**config.mk**
```make
export PLATFORM = sky130hd
export DESIGN_NAME = pxcrc_top
export DESIGN_NICKNAME = d
export VERILOG_FILES = /design/src/rtl/pxcrc_pkg.sv /design/src/rtl/pxcrc_sample_if.sv /design/src/rtl/pxcrc_engine.sv /design/src/rtl/pxcrc_top.sv
export SDC_FILE = /design/constraint.sdc
export NUM_CORES = 1
export LEC_CHECK = 0
export ABC_AREA = 1
export BUFFER_PORTS_ARGS = -buffer_cell sky130_fd_sc_hd__buf_2
export CAP_MARGIN = 10
export CORE_UTILIZATION = 55
export CTS_CLUSTER_DIAMETER = 60
export DETAILED_ROUTE_END_ITERATION = 7
export PLACE_DENSITY = 0.75
export SYNTH_ARGS = -nofsm -noshare
export SYNTH_HDL_FRONTEND = slang
export SYNTH_SLANG_ARGS = --single-unit
```
**constraint.sdc**
```tcl
create_clock -name CLK_I -period 5.21 [get_ports CLK_I]
set_clock_uncertainty 0.2 [all_clocks]
set_input_delay 1.563 -clock CLK_I [delete_from_list [all_inputs] [get_ports CLK_I]]
set_output_delay 1.563 -clock CLK_I [all_outputs]
set_load 0.005 [all_outputs]
```
**src/rtl/pxcrc_pkg.sv**
```systemverilog
// Package for the pixel path CRC tester: register indexes, field layout, CRC constants.
// Assumes an indexed register port with 16-bit index and 8-bit data.
package pxcrc_pkg;
  localparam logic [15:0] IDX_CONTROL   = 16'hffd6;
  localparam logic [15:0] IDX_RESULT_LO = 16'hffd7;
  localparam logic [15:0] IDX_RESULT_HI = 16'hffd8;
  localparam int          CH_MSB        = 7;
  localparam int          CH_LSB        = 6;
  localparam int          BITSEL_MSB    = 5;
  localparam int          BITSEL_LSB    = 3;
  localparam int          START_BIT     = 2;
  localparam int          SOURCE_BIT    = 1;
  localparam logic [1:0]  CH_BLUE       = 2'h0;
  localparam logic [1:0]  CH_GREEN      = 2'h1;
  localparam logic [1:0]  CH_RED        = 2'h2;
  localparam logic [7:0]  CONTROL_RESET = 8'h04;
  localparam logic [15:0] CRC_POLY      = 16'h1021;
  localparam logic [15:0] CRC_SEED      = 16'h0000;
  localparam logic [23:0] PATTERN_STEP  = 24'h010101;
endpackage : pxcrc_pkg

```
**src/rtl/pxcrc_sample_if.sv**
```systemverilog
// Interface carrying one gated sample from the pixel side to the CRC engine.
// Assumes a single clock shared by both ends.
`timescale 1ns/1ps
interface pxcrc_sample_if;
  logic valid;
  logic data;
  logic start;
  modport src (output valid, output data, output start);
  modport dst (input valid, input data, input start);
endinterface : pxcrc_sample_if

```
**src/rtl/pxcrc_engine.sv**
```systemverilog
// CRC engine: 16-bit signature updated once per gated sample.
// Assumes samples arrive as one-cycle valid pulses on the system clock.
`timescale 1ns/1ps
module pxcrc_engine (
  input  wire logic       clk_i,
  input  wire logic       rstn_i,
  pxcrc_sample_if.dst     smp,
  output logic [15:0]     crc_o
);
  logic [15:0] crc_reg;
  logic        fb;
  assign fb = crc_reg[15] ^ smp.data;
  // Result is deliberately left out of reset so it survives a register reset
  always_ff @(posedge clk_i)
  begin
    if (smp.start)
      crc_reg <= pxcrc_pkg::CRC_SEED;
    else if (smp.valid)
      crc_reg <= {crc_reg[14:0], 1'b0} ^ (fb ? pxcrc_pkg::CRC_POLY : 16'h0000);
  end
  assign crc_o = crc_reg;
  a_seed_on_start: assert property (@(posedge clk_i) disable iff (!rstn_i)
    smp.start |=> crc_reg == pxcrc_pkg::CRC_SEED)
    else $error("crc not seeded after start");
  a_hold_no_sample: assert property (@(posedge clk_i) disable iff (!rstn_i)
    !smp.start && !smp.valid |=> $stable(crc_reg))
    else $error("crc changed without sample");
endmodule : pxcrc_engine

```
**src/rtl/pxcrc_top.sv**
```systemverilog
// Pixel path CRC tester top: indexed register port, pixel sampling, pattern source.
// Assumes PCLK and DOTCLK are free-running inputs slower than CLK_I by at least 4x.
//
// Summary of operation
// - Colour channel selected by bits 7-6, bit within it by bits 5-3.
// - Samples enter the CRC only while blanking marks active display.
// - Start bit going one to zero seeds and starts accumulation; resets to one.
// - Source bit selects pixel bus (0) or internal test pattern (1).
// - CRC result readable as low byte and high byte; reset leaves them.
// - Sync waveforms never reach the CRC, only gated pixel data or the test pattern.
// - CRC covers one selected bit per sample of the pixel words latched from PIXEL_I, or of the test pattern.
// - Pixel words latched on pixel clock rise; blanking rise marks first word.
`timescale 1ns/1ps
module pxcrc_top (
  input  wire logic        CLK_I,
  input  wire logic        RSTN_I,
  input  wire logic [15:0] REG_INDEX_I,
  input  wire logic [7:0]  REG_WDATA_I,
  input  wire logic        REG_WR_I,
  input  wire logic        REG_RD_I,
  output logic      [7:0]  REG_RDATA_O,
  input  wire logic        PCLK_I,
  input  wire logic        DOTCLK_I,
  input  wire logic        BLANK_N_I,
  input  wire logic        MODE_MIX_SELECT_I,
  input  wire logic [15:0] PIXEL_I
);
  logic [7:0]  control_reg;
  logic [7:0]  rdata_reg;
  logic [15:0] crc;
  logic [1:0]  pclk_sync_reg;
  logic [1:0]  dot_sync_reg;
  logic [1:0]  blank_sync_reg;
  logic        pclk_d_reg;
  logic        dot_d_reg;
  logic        pclk_rise;
  logic        dot_rise;
  logic [15:0] pixel_reg;
  logic        blank_lat_reg;
  logic        blank_prev_reg;
  logic [15:0] pixel_meta_reg;
  logic [15:0] pixel_sync_reg;
  logic [23:0] rgb_reg;
  logic [23:0] pattern_reg;
  logic [23:0] rgb_sel;
  logic        start_pulse;
  logic        sample_bit;
  pxcrc_sample_if smp ();

  function automatic logic pick_bit(input logic [23:0] rgb, input logic [1:0] ch,
                                    input logic [2:0] sel);
    logic [7:0] chan;
    chan = 8'h00;
    case (ch)
      pxcrc_pkg::CH_BLUE:  chan = rgb[7:0];
      pxcrc_pkg::CH_GREEN: chan = rgb[15:8];
      pxcrc_pkg::CH_RED:   chan = rgb[23:16];
      default:             chan = 8'h00;
    endcase
    return chan[sel];
  endfunction : pick_bit

  // Register port; start bit resets to one, selection fields keep their value
  always_ff @(posedge CLK_I)
  begin
    if (!RSTN_I)
    begin
      control_reg[pxcrc_pkg::START_BIT] <= 1'b1;
      control_reg[0]                    <= 1'b0;
    end
    else if (REG_WR_I && REG_INDEX_I == pxcrc_pkg::IDX_CONTROL)
      control_reg <= {REG_WDATA_I[7:1], 1'b0};
  end
  // Edge is taken against the stored bit, so rewriting zero does not restart
  assign start_pulse = REG_WR_I && REG_INDEX_I == pxcrc_pkg::IDX_CONTROL
                       && control_reg[pxcrc_pkg::START_BIT]
                       && !REG_WDATA_I[pxcrc_pkg::START_BIT];

  always_ff @(posedge CLK_I)
  begin
    if (!RSTN_I)
      rdata_reg <= 8'h00;
    else if (REG_RD_I)
    begin
      case (REG_INDEX_I)
        pxcrc_pkg::IDX_CONTROL:   rdata_reg <= control_reg;
        pxcrc_pkg::IDX_RESULT_LO: rdata_reg <= crc[7:0];
        pxcrc_pkg::IDX_RESULT_HI: rdata_reg <= crc[15:8];
        default:                  rdata_reg <= 8'h00;
      endcase
    end
  end
  // Results are read live; set the start bit first to freeze them
  assign REG_RDATA_O = rdata_reg;

  // Two-stage synchronisers; only stage two feeds logic
  // Pixel bus is stable for many clocks around the pixel clock rise, so bits cannot tear
  always_ff @(posedge CLK_I)
  begin
    if (!RSTN_I)
    begin
      pclk_sync_reg  <= 2'h0;
      dot_sync_reg   <= 2'h0;
      blank_sync_reg <= 2'h0;
      pixel_meta_reg <= 16'h0000;
      pixel_sync_reg <= 16'h0000;
      pclk_d_reg     <= 1'b0;
      dot_d_reg      <= 1'b0;
    end
    else
    begin
      pclk_sync_reg  <= {pclk_sync_reg[0], PCLK_I};
      dot_sync_reg   <= {dot_sync_reg[0], DOTCLK_I};
      blank_sync_reg <= {blank_sync_reg[0], BLANK_N_I};
      pixel_meta_reg <= PIXEL_I;
      pixel_sync_reg <= pixel_meta_reg;
      pclk_d_reg     <= pclk_sync_reg[1];
      dot_d_reg      <= dot_sync_reg[1];
    end
  end
  assign pclk_rise = pclk_sync_reg[1] && !pclk_d_reg;
  assign dot_rise  = dot_sync_reg[1] && !dot_d_reg;

  // Synchronised pixel bus is latched on the detected pixel clock rise
  always_ff @(posedge CLK_I)
  begin
    if (!RSTN_I)
    begin
      pixel_reg      <= 16'h0000;
      blank_lat_reg  <= 1'b0;
      blank_prev_reg <= 1'b0;
      rgb_reg        <= 24'h000000;
    end
    else if (pclk_rise)
    begin
      pixel_reg      <= pixel_sync_reg;
      blank_lat_reg  <= blank_sync_reg[1];
      blank_prev_reg <= blank_lat_reg;
      // Low bytes first; blanking rise restarts word order
      if (blank_lat_reg && !blank_prev_reg)
        rgb_reg <= {8'h00, pixel_reg};
      else
        rgb_reg <= {pixel_reg[7:0], rgb_reg[15:0]};
    end
  end

  // Pattern restarts with every CRC start so results repeat
  // It steps after each taken sample, so the first sample always sees zero
  always_ff @(posedge CLK_I)
  begin
    if (!RSTN_I || start_pulse)
      pattern_reg <= 24'h000000;
    else if (smp.valid)
      pattern_reg <= pattern_reg + pxcrc_pkg::PATTERN_STEP;
  end

  assign rgb_sel = control_reg[pxcrc_pkg::SOURCE_BIT] ? pattern_reg : rgb_reg;
  assign sample_bit = pick_bit(rgb_sel, control_reg[pxcrc_pkg::CH_MSB:pxcrc_pkg::CH_LSB],
                               control_reg[pxcrc_pkg::BITSEL_MSB:pxcrc_pkg::BITSEL_LSB]);

  // No sync input exists here, so sync timing cannot reach the CRC
  // Delayed blanking lines up with the word now held in rgb_reg, so blanked words stay out
  assign smp.valid = dot_rise && blank_prev_reg && !control_reg[pxcrc_pkg::START_BIT]
                     && RSTN_I;
  assign smp.data  = sample_bit;
  assign smp.start = start_pulse;

  pxcrc_engine u_engine (
    .clk_i  (CLK_I),
    .rstn_i (RSTN_I),
    .smp    (smp),
    .crc_o  (crc)
  );

  a_gate_blank: assert property (@(posedge CLK_I) disable iff (!RSTN_I)
    smp.valid |-> blank_prev_reg && dot_rise)
    else $error("sample outside active display");
  a_idle_when_set: assert property (@(posedge CLK_I) disable iff (!RSTN_I)
    control_reg[pxcrc_pkg::START_BIT] |-> !smp.valid)
    else $error("accumulating while start bit set");
  a_start_edge: assert property (@(posedge CLK_I) disable iff (!RSTN_I)
    start_pulse |=> !control_reg[pxcrc_pkg::START_BIT])
    else $error("start bit not cleared by start write");
  a_none_channel: assert property (@(posedge CLK_I) disable iff (!RSTN_I)
    control_reg[7:6] == 2'h3 |-> !sample_bit)
    else $error("none selection fed data");
  a_pattern_src: assert property (@(posedge CLK_I) disable iff (!RSTN_I)
    control_reg[pxcrc_pkg::SOURCE_BIT] |-> rgb_sel == pattern_reg)
    else $error("pattern source not used");
  a_pattern_restart: assert property (@(posedge CLK_I) disable iff (!RSTN_I)
    start_pulse |=> pattern_reg == 24'h000000)
    else $error("pattern not restarted");
  a_pattern_step: assert property (@(posedge CLK_I) disable iff (!RSTN_I)
    smp.valid |=> pattern_reg == $past(pattern_reg) + pxcrc_pkg::PATTERN_STEP)
    else $error("pattern did not step after sample");
  a_pattern_hold: assert property (@(posedge CLK_I) disable iff (!RSTN_I)
    !smp.valid && !start_pulse |=> $stable(pattern_reg))
    else $error("pattern moved without sample");
  a_one_update: assert property (@(posedge CLK_I) disable iff (!RSTN_I)
    smp.valid |=> !smp.valid)
    else $error("more than one update per dot clock");
  a_rgb_first: assert property (@(posedge CLK_I) disable iff (!RSTN_I)
    pclk_rise && blank_lat_reg && !blank_prev_reg |=> rgb_reg[23:16] == 8'h00)
    else $error("first word after blanking not restarted");
  a_read_low: assert property (@(posedge CLK_I) disable iff (!RSTN_I)
    REG_RD_I && REG_INDEX_I == pxcrc_pkg::IDX_RESULT_LO |=> REG_RDATA_O == $past(crc[7:0]))
    else $error("low byte read mismatch");
  a_read_high: assert property (@(posedge CLK_I) disable iff (!RSTN_I)
    REG_RD_I && REG_INDEX_I == pxcrc_pkg::IDX_RESULT_HI |=> REG_RDATA_O == $past(crc[15:8]))
    else $error("high byte read mismatch");
  a_latch_pclk: assert property (@(posedge CLK_I) disable iff (!RSTN_I)
    !pclk_rise |=> $stable(pixel_reg))
    else $error("pixel latched off pixel clock edge");
endmodule : pxcrc_top

```
==> flow_summary.ini, run 1 <==
[clock_tree]
insertion_delay_ns = 0.52
post-cts-setup-buffers = 0
cts_resized = 0
clock-sinks = 137
cts_tree = built
numCtsBuffers = 17
postCtsHoldBufs = 0
htreeDepth = 4
cts_buffer_depth = 2
clk_pin_slew_ns = 0.06
ctsRootBufferMaster = clkbuf_8

[cells_and_area]
final_core_util_pct = 66.8
fin_nets = 888
multi_input_area_mm2 = 0.00223
final-instance-count-excl-fill = 985
area_growth_pct = 16.3
regArea_mm2 = 0.00280
fin_area_mm2 = 0.00659
fillers = 835
antenna_cells = 0
layout-drive-gt1-share_pct = 11.9

[power]
ir_drop_mv = 0.351
powerDensity_mw_per_mm2 = 341
power_mw = 2.24
leakage_nw = 3.15

[hold_path]
min_path_type = reg2reg
hold_depth = 2

[worst_setup_path]
path_depth = 4
r2r_slack_ns = 2.77
cp_top_family = buffers and inverters
slowest_delay_ns = 0.58
worstPathMaxFanout = 74
critPathCaptureType = flop
start_kind = input pin
path_class = in2reg
required_ns = 5.17
r2r.worst_path.cells = 15
critPathSlowestCell = clkinv_1
crit_chain = buf_2 -> buf_4 -> clkinv_1 -> nor2_1
arrival_ns = 3.32
critPathBufInv = 3

[die]
die_area_mm2 = 0.0107
start_util_pct = 57.4
rows = 36
die_y_um = 103
core-area_mm2 = 0.00986
die_w_um = 103
io-pin-count = 56

[synthesis]
yosys-top-cells-area = dfxtp_1 (46%), nand2_1 (15%), inv_1 (8.8%)
ys_seq_area_share_pct = 49.5
yosys_warnings = 0
synth_edf_count = 6
syn_avg_cell_area_um2 = 7.18
synth_area_mm2 = 0.00566
synthCells = 789
synth_top_area_share_pct = 46.3
syn_nets = 838
synth_top_area_cell = dfxtp_1
synth_seq_cells = 137
yosys-top-cells-count = nand2_1 (225), inv_1 (133), dfxtp_1 (131), a21oi_1 (62), o21ai_0 (56)
yosysUniqueCellTypes = 28
yosysMostFrequentCell = nand2_1
synthArstFlopShare_pct = 0
synth_flop_cell = dfxtp_1

[global_route]
grt_pass1_vias = 4333
antenna_found_initial = 0
grt_max_degree = 75
gr-total-overflow = 0
grt_pass1_wl_um = 19400
grt.total_usage_pct = 24.1

[timing]
slew_violations = 0
slew_headroom_pct = 43.8
hold_viol = 0
rsz0062_at_grt = false
fmax_ghz = 0.298
fin_crit_ns = 3.36
finalSetupViolations = 0
tns_ns = 0
whs_ns = 0.211
finalCritPeriodShare_pct = 64.5
setup_slack_ns = 1.85
tightest_slew_ns = 0.836

[route]
vias = 4872
avgRoutedWirePerCell_um = 12.2
ant_nets = 0
routed_wl_um = 12000
drc_errors = 0
dr.pass1.iters = 5
vias_per_cell = 4.95
drt_iter0_markers = 239

[placement]
place_area_mm2 = 0.00603
dp_slack_ns = 1.28
portBuffers = 53
gp_congestion = 0.917
hpwl_um = 8460
dpl.cell_count = 953

[job]
drv_cap = 0

[status]
outcome = finished, final reports clean
[tightest hold or removal path, stage by stage (launching register included)]
cell and delay (ns):
dfxtp_1 0.30, nand2_1 0.04, inv_1 0.04
[power by group]
group	switching (mW)	internal, mW
combinational	0.0430	0.0264
sequential	0.00857	1.08
clock	0.447	0.640
[layout make-up]
cell class	instances	area share [%]
Sequential cell	137	42.6
Multi-Input combinational cell	487	33.9
Inverter	136	7.75
Clock buffer	21	7.13
Timing Repair Buffer	60	4.83
Tap cell	133	2.53
Clock inverter	11	1.33
[worst paths after layout]
kind,startpoint,to
setup / recovery,RSTN_I,control_reg[5]
setup reg to reg,control_reg[1],u_engine.crc_o[0]
hold reg to reg,pixel_meta_reg[12],pixel_sync_reg[12]
hold / removal,pixel_meta_reg[12],pixel_sync_reg[12]
[cells in the final DEF (no fill, tap or decap), drive strengths merged]
| master | count |
|---|---|
| o21a | 1 |
| clkinv | 6 |
| clkinvlp | 4 |
| a21oi | 62 |
| nor3b | 3 |
| o21ai | 57 |
| nor4 | 5 |
| dfxtp | 131 |
| xor2 | 7 |
| and3 | 1 |
| nor3 | 6 |
| nand3 | 51 |
| buf | 60 |
| nand4 | 8 |
| nor2 | 46 |
| clkbuf | 21 |
| ha | 1 |
| nand2 | 225 |
| edfxtp | 6 |
| o211ai | 5 |
| inv | 137 |
| o221ai | 5 |
| or2 | 4 |
[per-layer routing]
metal	up-vias	GRT usage (%)	wire, µm	part of all wire [%]
met2	100	39.2	5720	48
met1	2192	31.3	5620	47
li1	2567	-	-	-
met4	0	9.86	149	1.2
met5	-	0	0	0
met3	13	5.11	534	4.4
[cell families (layout without fill, tap and decap cells)]
| group | Yosys count | in the layout | share of synthesized area, % |
|---|---|---|---|
| simple gates | 349 | 349 | 26.0 |
| flops | 137 | 137 | 49.5 |
| buf+inv | 165 | 228 | 11.1 |
| fa+ha+maj | 1 | 1 | 0.221 |
| compound gates | 130 | 130 | 12.1 |
| xor+xnor | 7 | 7 | 1.08 |
Power figures use the tool's default switching activity.
==> run 2: changes to the inputs <==
- CORE_UTILIZATION: 55 -> 53
- PLACE_DENSITY: 0.75 -> 0.76
- clock period: 5.21 -> 2.8 ns (I/O delays scaled with it)
==> flow_summary.ini, run 2 (synthesized netlist as in run 1, its figures left out) <==
[status]
outcome = finished, final reports clean

[die]
core-area_mm2 = 0.0103
die_y_um = 105
start_util_pct = 54.9
die_area_mm2 = 0.0111
io-pin-count = 56
rows = 37
die_w_um = 105

[cells_and_area]
final-instance-count-excl-fill = 992
regArea_mm2 = 0.00280
fillers = 899
fin_area_mm2 = 0.00668
final_cell_mix = nand2_1 (225), inv_1 (133), dfxtp_1 (131), a21oi_1 (62), o21ai_0 (56)
fin_nets = 892
layout-drive-gt1-share_pct = 12.1
final_core_util_pct = 64.7
antenna_cells = 0
final_common_cell = nand2_1
area_growth_pct = 18.0
multi_input_area_mm2 = 0.00223

[clock_tree]
cts_buffer_depth = 2
numCtsBuffers = 17
clk_pin_slew_ns = 0.06
ctsRootBufferMaster = clkbuf_8
insertion_delay_ns = 0.54
cts_tree = built
cts_resized = 0
post-cts-setup-buffers = 0
clock-sinks = 137
postCtsHoldBufs = 0
htreeDepth = 4

[global_route]
grt_pass1_wl_um = 21000
grt_pass1_vias = 4569
antenna_found_initial = 0
gr-total-overflow = 0
grt_max_degree = 74
grt.total_usage_pct = 24.2

[hold_path]
min_path_type = reg2reg
min_from = pixel_meta_reg[9]
hold_end = pixel_sync_reg[9]
hold_depth = 2

[route]
drt_iter0_markers = 372
ant_nets = 0
avgRoutedWirePerCell_um = 13.0
drc_errors = 0
vias = 5046
vias_per_cell = 5.09
dr.pass1.iters = 6
routed_wl_um = 12900

[placement]
dpl.cell_count = 960
portBuffers = 53
hpwl_um = 8780
gp_congestion = 0.901
dp_slack_ns = -0.0110
place_area_mm2 = 0.00607

[worst_setup_path]
r2r-start = control_reg[1]
r2r.worst_path.cells = 14
start_kind = flop
arrival_ns = 2.60
critPathCaptureType = flop
required_ns = 3.03
path_class = reg2reg
r2r_slack_ns = 0.44
worstPathMaxFanout = 23
r2r-end = u_engine.crc_o[12]

[power]
powerDensity_mw_per_mm2 = 665
leakage_nw = 3.21
ir_drop_mv = 0.543
power_mw = 4.45

[timing]
slew_headroom_pct = 59.4
slew_violations = 0
finalCritPeriodShare_pct = 84.4
fmax_ghz = 0.423
tightest_slew_ns = 0.609
whs_ns = 0.213
tns_ns = 0
finalSetupViolations = 0
hold_viol = 0
rsz0062_at_grt = false
fin_crit_ns = 2.36
setup_slack_ns = 0.438

[job]
drv_cap = 0
[run 2: worst max-delay path, cell delays in order, from the launching register on]
cell	delay, ns
edfxtp_1	0.38
inv_1	0.46
nand2_1	0.16
nand2_1	0.10
nand2_1	0.05
nand2_1	0.08
inv_1	0.04
nand2_1	0.04
nand3_1	0.06
nand3_1	0.17
nand3_1	0.15
nand3_1	0.12
nand3_1	0.09
nand2_1	0.09
inv_1	0.06
[run 2: worst max-delay path by stage]
stage	endpoint	slack, ns	from
global route	u_engine.crc_o[12]	0.23	control_reg[1]
finish	u_engine.crc_o[12]	0.44	control_reg[1]
floorplan	control_reg[1]	0.38	RSTN_I
global placement	control_reg[5]	0.17	REG_INDEX_I[3]
CTS	u_engine.crc_o[12]	0.48	control_reg[1]
detailed placement	control_reg[3]	-0.01	REG_INDEX_I[1]
[run 2: per-layer routing]
layer,GRT usage (%),wire length [µm],up-vias,part of all wire [%]
li1,-,-,2581,-
met2,38.7,6030,171,47
met4,12.9,287,0,2.2
met5,0,0,-,0
met1,30.6,5790,2269,45
met3,5.32,831,25,6.4
[run 2: where the power goes]
group          internal, mW  switching [mW]  total, mW
clock                  1.42           0.872       2.29
combinational        0.0526          0.0822      0.135
sequential             2.01          0.0152       2.02
[run 2: final cells by class]
class / instances / area share, %
Sequential cell: 137 / 41.9
Multi-Input combinational cell: 487 / 33.4
Inverter: 136 / 7.64
Clock buffer: 20 / 6.66
Timing Repair Buffer: 64 / 5.39
Tap cell: 136 / 2.55
Clock inverter: 12 / 2.45
==> run 3: changes to the inputs <==
- clock period: 2.8 -> 2.05 ns (I/O delays scaled with it)
==> flow_summary.ini, run 3 (synthesized netlist as in run 1, its figures left out) <==
[die]
die_y_um = 105
core-area_mm2 = 0.0103
start_util_pct = 54.9
die_w_um = 105
rows = 37
io-pin-count = 56
die_area_mm2 = 0.0111

[route]
dr.pass1.iters = 6
vias_per_cell = 5.09
ant_nets = 0
avgRoutedWirePerCell_um = 13.5
vias = 5238
routed_wl_um = 13900
drc_errors = 0
drt_iter0_markers = 355

[timing]
fmax_ghz = 0.477
slew_headroom_pct = 70.0
setup_slack_ns = -0.0458
slew_violations = 0
rsz0062_at_grt = true
fin_crit_ns = 2.10
tightest_slew_ns = 0.450
finalSetupViolations = 3
finalCritPeriodShare_pct = 102
hold_viol = 0

[status]
outcome = complete, but fails checks
violations = setup timing

[global_route]
grt_max_degree = 39
grt_pass1_vias = 4958
grt.total_usage_pct = 26.4
grt_pass1_wl_um = 23000
gr-total-overflow = 0
antenna_found_initial = 0

[worst_setup_path]
crit_top_cell = nand2_1
start_kind = flop
critPathCaptureType = flop
critPathBufInv = 4
required_ns = 2.28
arrival_ns = 2.32
slowest_delay_ns = 0.50
worstPathMaxFanout = 6
crit_chain = buf_12 -> buf_4 -> nand2_1 -> nand3_1 -> nand2_1 -> inv_1 -> nand2_1 -> nand3_2 -> nand3_4 -> nand3_4 -> nand3_1 -> nand3_1 -> nand2_1 -> inv_1
cp_top_family = simple AND/OR/NAND/NOR gates
path_class = reg2reg
critPathSlowestCell = edfxtp_1

[placement]
gp_congestion = 0.909
hpwl_um = 9640
portBuffers = 53

[power]
powerDensity_mw_per_mm2 = 821
leakage_nw = 3.47
ir_drop_mv = 0.816
power_mw = 5.97

[cells_and_area]
final_core_util_pct = 70.4
area_growth_pct = 28.4
antenna_cells = 0
multi_input_area_mm2 = 0.00250
fin_nets = 930
final_common_cell = nand2_1
final_cell_mix = nand2_1 (208), inv_1 (130), dfxtp_1 (129), a21oi_1 (58)
layout-drive-gt1-share_pct = 22.4
regArea_mm2 = 0.00281
fillers = 820

[clock_tree]
postCtsHoldBufs = 0
ctsRootBufferMaster = clkbuf_8
cts_buffer_depth = 2
numCtsBuffers = 17
clk_pin_slew_ns = 0.06
htreeDepth = 4
insertion_delay_ns = 0.52
cts_tree = built
clock-sinks = 137

[job]
drv_cap = 0

[hold_path]
min_path_type = in2reg
run 3: where the power goes:
part / total [mW] / internal, mW / switching, mW
clock: 3.02 / 1.78 / 1.24
sequential: 2.76 / 2.74 / 0.0217
combinational: 0.195 / 0.0783 / 0.117
run 3: area by class of cell:
cell class / count / share of cell area (%)
tap: 136 / 2.34
timing repair buffer: 102 / 9.43
inverter: 136 / 7.04
sequential: 137 / 38.7
clock inverter: 15 / 2.48
clock buffer: 17 / 5.70
multi-input combinational: 487 / 34.4
run 3: path summary, 6_finish.rpt:
| path | from | end | slack, ns | cells past startpoint |
|---|---|---|---|---|
| setup / recovery | control_reg[1] | u_engine.crc_o[12] | -0.05 | 14 |
| hold reg to reg | blank_sync_reg[0] | blank_sync_reg[1] | 0.21 | 2 |
| setup reg to reg | control_reg[1] | u_engine.crc_o[12] | -0.05 | 14 |
| hold / removal | DOTCLK_I | dot_sync_reg[0] | 0.07 | 3 |
run 3: metal layers:
layer  wire [µm]  global-route usage, %  vias up  share of wire (%)
li1            -                      -     2659                  -
met1        5870                   31.0     2421                 42
met2        7060                   45.5      133                 51
met3         573                   5.81       25                4.1
met4         362                   12.3        0                2.6
met5           0                      0        -                  0
run 3: repair_timing:
action	4_1_cts	5_1_grt
pin swaps	8	14
setup endpoints to repair	8	12
cloned	1	0
buffers inserted	5	1
gates resized for setup	32	38
hold endpoints to repair	0	0
run 3: stage by stage:
step,area [µm²],hold WS (ns),TNS [ns],instances,setup WS [ns]
after global placement,6350,0.196,-2.50,991,-0.160
after CTS,7140,0.0458,-0.0154,1029,-0.0154
final,7270,0.0695,-0.0931,1030,-0.0458
after global routing,7270,0.0446,-0.581,1030,-0.174
after detailed placement,6350,0.195,-6.48,991,-0.291
after floorplan,5700,0.190,0,789,0.000792
run 3: tightest hold or removal path, delay by kind of cell:
kind,cells,cell delay [ns]
buffers and inverters,2,0.11
AND/OR/NAND/NOR,1,0.04
